## config.mk

```make
export PLATFORM = sky130hd
export DESIGN_NAME = dfs_display_fifo
export DESIGN_NICKNAME = d
export VERILOG_FILES = /design/src/dfs_scan.sv /design/src/dfs_display_fifo.sv
export SDC_FILE = /design/constraint.sdc
export NUM_CORES = 1
export LEC_CHECK = 0
export BUFFER_PORTS_ARGS = -buffer_cell sky130_fd_sc_hd__clkbuf_2
export CAP_MARGIN = 10
export CORE_UTILIZATION = 55
export CTS_BUF_LIST = sky130_fd_sc_hd__clkbuf_8 sky130_fd_sc_hd__clkbuf_16
export DETAILED_ROUTE_END_ITERATION = 8
export GPL_ROUTABILITY_DRIVEN = 1
export GPL_TIMING_DRIVEN = 0
export PLACE_DENSITY = 0.87
export SLEW_MARGIN = 5
export SYNTH_ARGS = -nofsm -noshare
export SYNTH_HDL_FRONTEND = slang
export SYNTH_HIERARCHICAL = 1
export SYNTH_SLANG_ARGS = --single-unit
```

## constraint.sdc

```tcl
create_clock -name sys_clk_i -period 2.3 [get_ports sys_clk_i]
set_clock_uncertainty 0.1 [all_clocks]
set_input_delay 0 -clock sys_clk_i [delete_from_list [all_inputs] [get_ports sys_clk_i]]
set_output_delay 0 -clock sys_clk_i [all_outputs]
set_load 0.005 [all_outputs]
```

## src/dfs_scan.sv

```systemverilog
`timescale 1ns/1ps
package dfs_pkg;
   // APB register map, byte addresses
   localparam logic [7:0] DFS_REG_CTRL   = 8'h00;
   localparam logic [7:0] DFS_REG_ADDR   = 8'h04;
   localparam logic [7:0] DFS_REG_DATA   = 8'h08;
   localparam logic [7:0] DFS_REG_STATUS = 8'h0c;
   localparam logic [7:0] DFS_REG_CMD    = 8'h10;
   localparam logic [7:0] DFS_REG_PRESC  = 8'h14;

   // Control register fields
   localparam int DFS_CTRL_RIGHT  = 0;
   localparam int DFS_CTRL_DISP16 = 1;
   localparam int DFS_CTRL_AUTO   = 2;
   localparam int DFS_CTRL_SPEC   = 3;
   localparam int DFS_CTRL_SENSOR = 4;

   // Command register fields, write-one pulses
   localparam int DFS_CMD_CLR_DISP = 0;
   localparam int DFS_CMD_CLR_FIFO = 1;
   localparam int DFS_CMD_CLR_ALL  = 2;

   // Status word fields
   localparam int DFS_ST_FULL  = 3;
   localparam int DFS_ST_UNDER = 4;
   localparam int DFS_ST_OVER  = 5;
   localparam int DFS_ST_SE    = 6;
   localparam int DFS_ST_UNAV  = 7;

   // Sizes and codes
   localparam logic [3:0] DFS_FIFO_FULL  = 4'h8;
   localparam logic [3:0] DFS_MASK16     = 4'hf;
   localparam logic [3:0] DFS_MASK8      = 4'h7;
   localparam logic [7:0] DFS_BLANK      = 8'h00;
   localparam logic [31:0] DFS_ZERO_WORD = 32'h0000_0000;

   // Timing
   localparam int DFS_CLK_PERIOD_NS = 40;
   localparam int DFS_CLEAR_NS      = 160_000;
   localparam int DFS_INT_CLK_NS    = 10_000;
   localparam int DFS_SCAN16_NS     = 10_300_000;
   localparam int DFS_CLEAR_CYC_I   = (DFS_CLEAR_NS + DFS_CLK_PERIOD_NS - 1) / DFS_CLK_PERIOD_NS;
   localparam int DFS_PRESC_I       = DFS_INT_CLK_NS / DFS_CLK_PERIOD_NS;
   localparam int DFS_DIGIT_TICKS_I = DFS_SCAN16_NS / (16 * DFS_INT_CLK_NS);
   localparam logic [11:0] DFS_CLEAR_CYC   = 12'(DFS_CLEAR_CYC_I);
   localparam logic [7:0]  DFS_PRESC_RESET = 8'(DFS_PRESC_I);
   localparam logic [6:0]  DFS_DIGIT_TICKS = 7'(DFS_DIGIT_TICKS_I);
endpackage

// Digit scan timing: prescaled internal tick, fixed time per digit
module dfs_scan
   import dfs_pkg::*;
(
   // Clock and reset
   input  wire logic       sys_clk_i,
   input  wire logic       nrst_i,
   // Configuration
   input  wire logic [7:0] presc_i,
   input  wire logic       disp16_i,
   // Scan position
   output logic [3:0]      digit_o
);
   typedef struct packed {
      logic [7:0] presc_cnt;
      logic [6:0] tick_cnt;
      logic [3:0] digit;
   } dfs_scan_state_t;

   dfs_scan_state_t s;
   dfs_scan_state_t next_s;

   // Each digit gets the same on time, so eight digits scan twice as often
   always_comb begin
      next_s = s;
      if (s.presc_cnt + 8'h01 >= presc_i) begin
         next_s.presc_cnt = 8'h00;
         if (s.tick_cnt == DFS_DIGIT_TICKS - 7'h01) begin
            next_s.tick_cnt = 7'h00;
            next_s.digit    = (s.digit + 4'h1) & (disp16_i ? DFS_MASK16 : DFS_MASK8);
         end else begin
            next_s.tick_cnt = s.tick_cnt + 7'h01;
         end
      end else begin
         next_s.presc_cnt = s.presc_cnt + 8'h01;
      end
   end

   // State register
   always_ff @(posedge sys_clk_i or negedge nrst_i) begin
      if (!nrst_i) begin
         s <= '0;
      end else begin
         s <= next_s;
      end
   end

   assign digit_o = s.digit;
endmodule // dfs_scan

```

## src/dfs_display_fifo.sv

```systemverilog
// Overview of operation
// Left entry maps RAM location to digit
// Left entry wraps to leftmost after filling
// Right entry shifts left, new char rightmost
// Auto-increment advances write address by one
// Without auto-increment, address stays put
// Right entry increments like left entry
// Host should start right entry at zero
// Eight digits doubles each digit's duty
// Status reports FIFO count and errors
// Entry into full FIFO flags overrun
// Reading empty FIFO flags underrun
// Status shows display unavailable while clearing
// Sensor mode status shows closure present
// Special error mode shows error flag
// Host programs prescaler for 10 us tick
// Data writes go to display RAM address
// Status returned on status port read
// Clear refuses writes about 160 us, self-ends
// Status layout count, full, under, over, S/E, busy
// Write address wraps modulo display length
//
// Added by the designer: register access over APB and the placing of the registers.
`timescale 1ns/1ps
module dfs_display_fifo
   import dfs_pkg::*;
(
   // Clock and reset
   input  wire logic        sys_clk_i,
   input  wire logic        nrst_i,
   // APB slave
   input  wire logic        psel_i,
   input  wire logic        penable_i,
   input  wire logic        pwrite_i,
   input  wire logic [7:0]  paddr_i,
   input  wire logic [31:0] pwdata_i,
   output logic [31:0]      prdata_o,
   output logic             pready_o,
   output logic             pslverr_o,
   // Key entry and sensor side
   input  wire logic        key_valid_i,
   input  wire logic [7:0]  key_code_i,
   input  wire logic        multi_key_i,
   input  wire logic        sensor_closure_i,
   // Display drive
   output logic [3:0]       digit_o,
   output logic [7:0]       seg_o
);
   typedef struct packed {
      logic [15:0][7:0] ram;
      logic [3:0]       waddr;
      logic             right_entry;
      logic             disp16;
      logic             auto_increment_flag;
      logic             spec_err;
      logic             sensor_mode;
      logic [7:0][7:0]  fifo;
      logic [2:0]       rd_ptr;
      logic [2:0]       wr_ptr;
      logic [3:0]       count;
      logic             overrun;
      logic             underrun;
      logic             err_flag;
      logic             clearing;
      logic [11:0]      clr_cnt;
      logic [7:0]       presc;
      logic             pready;
      logic             pslverr;
      logic [31:0]      prdata;
      logic [3:0]       digit;
      logic [7:0]       seg;
   } dfs_state_t;

   dfs_state_t s;
   dfs_state_t next_s;
   logic       acc;
   logic       do_push;
   logic       do_pop;
   logic       fclr;
   logic       data_wr;
   logic [3:0] mask;
   logic [3:0] last;
   logic [7:0] status_w;
   logic       se_bit;
   logic [3:0] scan_digit;

   // Digit scan timing lives in its own small block
   dfs_scan u_scan (
      .sys_clk_i (sys_clk_i),
      .nrst_i    (nrst_i),
      .presc_i   (s.presc),
      .disp16_i  (s.disp16),
      .digit_o   (scan_digit)
   );

   // Display length and status word
   always_comb begin
      mask   = s.disp16 ? DFS_MASK16 : DFS_MASK8;
      last   = mask;
      se_bit = s.spec_err ? s.err_flag
                          : (s.sensor_mode & sensor_closure_i);
      status_w                = '0;
      status_w[2:0]           = s.count[2:0];
      status_w[DFS_ST_FULL]   = (s.count == DFS_FIFO_FULL);
      status_w[DFS_ST_UNDER]  = s.underrun;
      status_w[DFS_ST_OVER]   = s.overrun;
      status_w[DFS_ST_SE]     = se_bit;
      status_w[DFS_ST_UNAV]   = s.clearing;
   end

   // Next state: blanking countdown first, then bus access, hardware events last so a set beats a clear
   always_comb begin
      next_s         = s;
      next_s.pready  = 1'b0;
      next_s.pslverr = 1'b0;
      acc     = psel_i & penable_i & ~s.pready;
      do_push = 1'b0;
      do_pop  = 1'b0;
      fclr    = 1'b0;
      data_wr = acc & pwrite_i & (paddr_i == DFS_REG_DATA);

      // Blanking runs down on its own and frees the RAM again
      if (s.clearing) begin
         next_s.clr_cnt = s.clr_cnt - 12'h001;
         if (s.clr_cnt == 12'h001) begin
            next_s.clearing = 1'b0;
         end
      end

      if (acc) begin
         next_s.pready = 1'b1;
         next_s.prdata = DFS_ZERO_WORD;
         unique case (paddr_i)
            DFS_REG_CTRL: begin
               if (pwrite_i) begin
                  next_s.right_entry         = pwdata_i[DFS_CTRL_RIGHT];
                  next_s.disp16              = pwdata_i[DFS_CTRL_DISP16];
                  next_s.auto_increment_flag = pwdata_i[DFS_CTRL_AUTO];
                  next_s.spec_err            = pwdata_i[DFS_CTRL_SPEC];
                  next_s.sensor_mode         = pwdata_i[DFS_CTRL_SENSOR];
               end else begin
                  next_s.prdata[DFS_CTRL_RIGHT]  = s.right_entry;
                  next_s.prdata[DFS_CTRL_DISP16] = s.disp16;
                  next_s.prdata[DFS_CTRL_AUTO]   = s.auto_increment_flag;
                  next_s.prdata[DFS_CTRL_SPEC]   = s.spec_err;
                  next_s.prdata[DFS_CTRL_SENSOR] = s.sensor_mode;
               end
            end
            DFS_REG_ADDR: begin
               // Acts as the display command that sets the write address
               if (pwrite_i) begin
                  next_s.waddr = pwdata_i[3:0] & mask;
               end else begin
                  next_s.prdata[3:0] = s.waddr;
               end
            end
            DFS_REG_DATA: begin
               if (pwrite_i) begin
                  if (s.clearing) begin
                     next_s.pslverr = 1'b1;
                  end else begin
                     if (s.right_entry) begin
                        // Shift the visible digits left; leftmost is lost
                        for (int i = 0; i < 15; i++) begin
                           if (4'(i) < last) begin
                              next_s.ram[i] = s.ram[i + 1];
                           end
                        end
                        next_s.ram[last] = pwdata_i[7:0];
                     end else begin
                        next_s.ram[s.waddr] = pwdata_i[7:0];
                     end
                     // Address advance is the same in both entry modes
                     if (s.auto_increment_flag) begin
                        next_s.waddr = (s.waddr + 4'h1) & mask; // see R4, see R2
                     end
                  end
               end else begin
                  if (s.count == 4'h0) begin
                     next_s.underrun = 1'b1;
                  end else begin
                     do_pop             = 1'b1;
                     next_s.prdata[7:0] = s.fifo[s.rd_ptr];
                  end
               end
            end
            DFS_REG_STATUS: begin
               if (!pwrite_i) begin
                  next_s.prdata[7:0] = status_w;
               end
            end
            DFS_REG_CMD: begin
               if (pwrite_i) begin
                  if (pwdata_i[DFS_CMD_CLR_DISP] | pwdata_i[DFS_CMD_CLR_ALL]) begin
                     next_s.ram      = {16{DFS_BLANK}};
                     next_s.clearing = 1'b1;
                     next_s.clr_cnt  = DFS_CLEAR_CYC;
                  end
                  fclr = pwdata_i[DFS_CMD_CLR_FIFO] | pwdata_i[DFS_CMD_CLR_ALL];
               end
            end
            DFS_REG_PRESC: begin
               if (pwrite_i) begin
                  next_s.presc = pwdata_i[7:0];
               end else begin
                  next_s.prdata[7:0] = s.presc;
               end
            end
            default: begin
               next_s.pslverr = 1'b1; // Unmapped address
            end
         endcase
      end

      // FIFO clear drops contents and flags before new events are applied
      if (fclr) begin
         next_s.rd_ptr   = 3'h0;
         next_s.wr_ptr   = 3'h0;
         next_s.count    = 4'h0;
         next_s.overrun  = 1'b0;
         next_s.underrun = 1'b0;
         next_s.err_flag = 1'b0;
      end
      if (do_pop) begin
         next_s.rd_ptr = s.rd_ptr + 3'h1;
         next_s.count  = next_s.count - 4'h1;
      end

      // Key entry; a pop in the same cycle makes room
      if (key_valid_i) begin
         if (s.count == DFS_FIFO_FULL && !do_pop) begin
            next_s.overrun = 1'b1;
         end else if (!(s.spec_err && s.err_flag)) begin
            do_push                      = 1'b1;
            next_s.fifo[next_s.wr_ptr]   = key_code_i;
            next_s.wr_ptr                = next_s.wr_ptr + 3'h1;
            next_s.count                 = next_s.count + 4'h1;
         end
      end
      if (s.spec_err && multi_key_i) begin
         next_s.err_flag = 1'b1;
      end

      // Registered display drive
      next_s.digit = scan_digit;
      next_s.seg   = s.ram[scan_digit];
   end

   // State register
   always_ff @(posedge sys_clk_i or negedge nrst_i) begin
      if (!nrst_i) begin
         s       <= '0;
         s.presc <= DFS_PRESC_RESET;
      end else begin
         s <= next_s;
      end
   end

   assign prdata_o  = s.prdata;
   assign pready_o  = s.pready;
   assign pslverr_o = s.pslverr;
   assign digit_o   = s.digit;
   assign seg_o     = s.seg;
endmodule // dfs_display_fifo

```

# Yosys cells after proc, flatten, opt, wreduce, memory -nomap -nowiden
# Cells that the tools add are included.
dict set report totals {
  reg_bits 276
  input_bits 56
  out_inout_bits 46
  word_cells 285
}
dict set report op_classes {
  addsub 9
  magnitude_cmp 24
  n_eq_ne 15
  mux 155
  n_bitwise 11
  reduce_logical 24
}
# operator n
set ops {}
lappend ops {{$mux 8} 103}
lappend ops {{$mux 128} 3}
lappend ops {{$mux 132} 2}
lappend ops {{$bwmux 128} 2}
lappend ops {{$pmux 128 s2} 1}
lappend ops {{$mux 13} 5}
lappend ops {{$bwmux 64} 1}
lappend ops {{$demux 8 s4} 2}
lappend ops {{$mux 55} 1}
lappend ops {{$bmux 8 s4} 1}
lappend ops {{$lt 4x4->1 const A} 7}
lappend ops {{$bmux 8 s3} 1}
lappend ops {{$demux 8 s3} 1}
lappend ops {{$mux 7} 3}
lappend ops {{$mux 4} 5}
lappend ops {{$pmux 4 s5} 1}
lappend ops {{$mux 1} 17}
lappend ops {{$eq 8x4->1 const B} 2}
lappend ops {{$eq 8x5->1 const B} 2}
lappend ops {{$lt 3x4->1 const A} 4}
lappend ops {{$lt 4x5->1 const B} 3}
lappend ops {{$reduce_bool 2->1} 7}
lappend ops {{$add 4x1->4 const B} 3}
lappend ops {{$and 4x4->4} 3}
lappend ops {{other kinds (35)} 58}

# Logic depth before layout (Yosys ltp)
dict set report logic_depth {
  word_depth 13
  depth_mapped 10
  mapped_depth_nobuf 9
}

# Hierarchy
# Netlist, hierarchy kept.
# mod instances cells_each area_per_inst_um2 seq_area_each_um2
set by_module_without_submodules {}
lappend by_module_without_submodules {dfs_display_fifo 1 1146 13481.7 6438.7}
lappend by_module_without_submodules {dfs_scan 1 108 1126.1 475.5}

# Worst setup path after synthesis
# No wires, ideal clock.
dict set report synth_path {
  path_kind {reg-to-reg}
  start {register u_scan/s[11] (netlist name)}
  end {register u_scan/s[4] (netlist name)}
  setup_time_ns 0.125
  arrival_ns 2.291
  required_time_ns 2.075
  setup_slack_ns -0.216
  stages_incl_launch_ff 10
  n_path_buf 1
  synth_period_minus_slack_ns 2.516
  cell_sequence {dfrtp_1 -> ha_1 -> xor2_1 -> ha_1 -> and3_1 -> o21ai_1 -> a311oi_4 -> or2_1 -> buf_6 -> mux2_4}
}
dict set report synth_via {
  elab_chain_len 2
}
# item line
set synth_lines {}
lappend synth_lines {{from (decl)} dfs_scan.sv:69} ;# dfs_scan_state_t s;
lappend synth_lines {{from (signal assigned)} dfs_scan.sv:93} ;# s <= next_s;
lappend synth_lines {{$add 8x1->8} dfs_scan.sv:75} ;# if (s.presc_cnt + 8'h01 >= presc_i) begin
lappend synth_lines {{$ge 8x8->1} dfs_scan.sv:75}
# Every way passes these cells.
# A chain may end at the register's enable or synchronous reset.

# Final worst setup path
dict set report layout_path {
  start {register s[71] (netlist name)}
  end {register s, in the netlist prdata_o[4]}
}
dict set report layout_via {
  elab_chain_len 4
}
# item line
set layout_lines {}
lappend layout_lines {{from (decl)} dfs_display_fifo.sv:74} ;# dfs_state_t s;
lappend layout_lines {{from (signal assigned)} dfs_display_fifo.sv:255} ;# s <= next_s;
lappend layout_lines {{$logic_not 4->1} dfs_display_fifo.sv:179} ;# if (s.count == 4'h0) begin
lappend layout_lines {{$mux 8} dfs_display_fifo.sv:179}
lappend layout_lines {{$mux 8} dfs_display_fifo.sv:158} ;# if (pwrite_i) begin
lappend layout_lines {{$pmux 1 s4} dfs_display_fifo.sv:133} ;# unique case (paddr_i)
# Every way passes these cells.

==> qor.txt <==
kind of start point of the critical path: flop
max-cap violations: 0
minimum period implied by the final worst setup slack: 2650 ps
fraction of final layout cells sized beyond drive strength 1: 33.4%
Std-Cell Rows: 59
critical path arrival: 2990 ps
Achievable Freq: 0.378 GHz
wire length per cell: 27.8 um
count of unique library cells instantiated by Yosys: 74
maximum number of pins on one net before global-route repair: 93
PortBufs: 51
count of synthesis-stage warnings from yosys: 6
Iter 0 DRT Violations: 1,884
Max IR drop VDD: 1060 uV
initial cell density of the core: 56.1%
biggest cell delay along the critical path: 600 ps
CTS H-tree depth: 1
fin worst setup slack: -347 ps
Clock Sinks: 276
Worst Max-Slew Pin Slew: 1210 ps
buffers from clock root to sink, at most: 3
number of nets with antenna violations after detailed routing: 0
RSZ-0062 raised after global routing: yes
Total Nets Final: 1,515
clock-pin slew of the registers on the worst-case setup and hold paths: 70 ps
Mean Syn Cell Area: 11.6 um2
post-placement worst setup slack: -694 ps
crit-path most repeated cell: sky130_fd_sc_hd__nor2_1
Total Neg Setup Slack: -13,640 ps
die boundary height: 165 um
count of flip-flops with a built-in enable after synthesis: 0
number of remaining DRC errors: 0
cell with the largest stage delay on the worst path: sky130_fd_sc_hd__dfrtp_1
worst hold-check path type: in2reg
final routed wirelength across all metal layers: 50.0 mm
finished layout cell area: 18,100 um2
die area: 27,200 um2
vias in the first global route: 12,286
main flop type after synthesis: sky130_fd_sc_hd__dfrtp_1
drt pass-1 iters: 8
GP Congestion: 0.930
DP Wirelength: 27.1 mm
top cells by area, synth: sky130_fd_sc_hd__dfrtp_1 46%, sky130_fd_sc_hd__mux4_2 8.6%, sky130_fd_sc_hd__mux2_2 6.3%, sky130_fd_sc_hd__a22o_1 4.1%, sky130_fd_sc_hd__o2bb2ai_1 3.4%
most frequent standard cell in the layout excluding fill and tap cells: sky130_fd_sc_hd__dfrtp_1
synthesized area: 14,600 um2
library cell occupying the most area in the post-synthesis netlist: sky130_fd_sc_hd__dfrtp_1
number of top-level design ports: 102
start-to-end type of the worst setup path: reg2reg
# fillers: 1,593
number of synthesized register bits: 276
violated checks: setup timing
overall global routing resource usage: 32.9%
CP endpoint kind: flop
sequential share of the synthesized area: 47.3%
clock buffer count from CTS: 30
core box area: 26,100 um2
count of buffering cells on the critical path with inverters included: 0
Relative slew margins: 17.9%
Yosys top cell area share: 46.3%
final global-route overflow total: 0
Leak Pwr: 7.74 nW
Die Span X: 165 um
wire length of the first global-routing pass: 68.8 mm
outcome: finished, violations left
share of async-settable or async-resettable flops after synthesis: 100%
Core Util, Final: 69.4%
clock latency on the worst-skew pair: 580 ps
average via count per standard cell: 7.11
Setup Viol. Count Final: 182
cell-by-cell listing of the critical path: nor4_4, nand3b_1, nor2_1, a2111oi_2, nor2_1
most used cells in the layout excluding fill and tap cells: 266 x sky130_fd_sc_hd__dfrtp_1, 112 x sky130_fd_sc_hd__nand2_1, 93 x sky130_fd_sc_hd__buf_4, 69 x sky130_fd_sc_hd__o21ai_0, 69 x sky130_fd_sc_hd__a22o_1
via count: 12,790
area growth from synthesis to layout: 23.8%
total power density per cell area: 856 nW/um2
number of antenna violations at the first check in global routing: 3
required time worst endpoint: 2640 ps
Worst Path Max Fanout: 8
cell count after synthesis: 1,254
clock tree from TritonCTS: done
ratio of final minimum period to clock period: 115%
Power, Total: 0.0155 W
final hold violation count: 0
critical path's top delay family: simple AND/OR/NAND/NOR gates
master cell of the clock root buffer: sky130_fd_sc_hd__clkbuf_16
Slew Viols, Final: 0
area post-placement: 15,500 um2
## kinds of logic (layout without fill, tap and decap cells)
logic type | Yosys count | after routing | synth area share [%]
AO/OA/AOI/OAI | 334 | 334 | 16.7
XOR/XNOR | 23 | 23 | 1.38
adder cells (fa/ha/maj) | 20 | 20 | 1.71
buffers and inverters | 147 | 332 | 5.28
flip-flops | 276 | 276 | 47.3
multiplexers | 158 | 158 | 16.6
other | 1 | 25 | 0.0257
AND/OR/NAND/NOR | 295 | 295 | 10.9
## path summary, 6_finish.rpt
path / start / end / slack, ps / cells past startpoint
worst min-delay path: paddr_i[4] / prdata_o[0] / 150 / 4
min in group asynchronous: nrst_i / s[230] / 400 / 3
worst max register to register: s[71] / prdata_o[4] / -350 / 5
worst max-delay path: s[71] / prdata_o[4] / -350 / 5
max in group asynchronous: nrst_i / s[52] / 260 / 6
worst min register to register: s[158] / s[158] / 390 / 1
## worst register-to-register path: cells and delay by family (launching register included)
family          cells  cell delay, ps
compound gates      1             510
flops               1             600
simple gates        4            1290
## flip-flops by register name (all words and copies together), names as in the netlist
| name | count |
|---|---|
| digit_o | 4 |
| prdata_o | 8 |
| pready_o | 1 |
| pslverr_o | 1 |
| s | 235 |
| seg_o | 8 |
| u_scan/digit_o | 4 |
| u_scan/s | 15 |
## Yosys cell counts, types with 10 or more instances
cell type	instances
sky130_fd_sc_hd__nand2_1	116
sky130_fd_sc_hd__nor3_1	12
sky130_fd_sc_hd__mux2i_1	11
sky130_fd_sc_hd__buf_1	11
sky130_fd_sc_hd__buf_4	49
sky130_fd_sc_hd__and2_1	10
sky130_fd_sc_hd__nor2_1	34
sky130_fd_sc_hd__o21ai_0	79
sky130_fd_sc_hd__clkbuf_1	55
sky130_fd_sc_hd__mux4_2	56
sky130_fd_sc_hd__and3_1	13
sky130_fd_sc_hd__dfrtp_1	270
sky130_fd_sc_hd__nor2b_1	22
sky130_fd_sc_hd__nand3_1	22
sky130_fd_sc_hd__xnor2_1	17
sky130_fd_sc_hd__ha_1	20
sky130_fd_sc_hd__buf_2	10
sky130_fd_sc_hd__a22oi_1	61
sky130_fd_sc_hd__o21ai_1	10
sky130_fd_sc_hd__o2bb2ai_1	57
sky130_fd_sc_hd__a22o_1	69
sky130_fd_sc_hd__nand2b_1	10
sky130_fd_sc_hd__mux2_2	82
sky130_fd_sc_hd__a21oi_1	19
sky130_fd_sc_hd__inv_1	18
## layer usage
metal / share of wire, % / vias to the layer above / GRT usage (%) / wire length, um
li1: - / 5024 / - / -
met1: 34 / 6159 / 42.1 / 17100
met2: 45 / 1204 / 52.6 / 22700
met3: 12 / 401 / 6.98 / 6130
met4: 8.1 / 2 / 17.2 / 4030
met5: 0.026 / - / 0 / 13
## final cells by class
cell class / instances / area (um2) / share of cell area (%)
repair buffers: 148 / 1270 / 7.05
inverters: 18 / 67.6 / 0.374
clock buffers: 35 / 820 / 4.53
well taps: 335 / 419 / 2.32
multi-input cells: 854 / 7730 / 42.7
clock inverters: 20 / 130 / 0.720
plain buffers: 111 / 721 / 3.99
diodes: 1 / 2.50 / 0.0138
flip-flops and latches: 276 / 6920 / 38.3
## metrics by stage
stage | hold WS (ps) | std cells
final | 153 | 1798
after global routing | 133 | 1797
after CTS | 12.9 | 1778
after detailed placement | -92.3 | 1666
after global placement | 151 | 1663
after floorplan | -396 | 1277
## power by group
group          switching, W  internal [W]  leakage, nW
sequential         0.000818       0.00567         3.62
clock               0.00209       0.00264        0.508
combinational       0.00200       0.00227         3.62
## what timing repair did
item,4_1_cts,5_1_grt
hold endpoints to repair,227,0
hold buffers,33,0
pin swaps,24,20
endpoints found under the setup margin,234,324
gates cloned,1,2
resized for setup,78,128
buffers inserted,30,29
(Power assumes the default switching activity.)
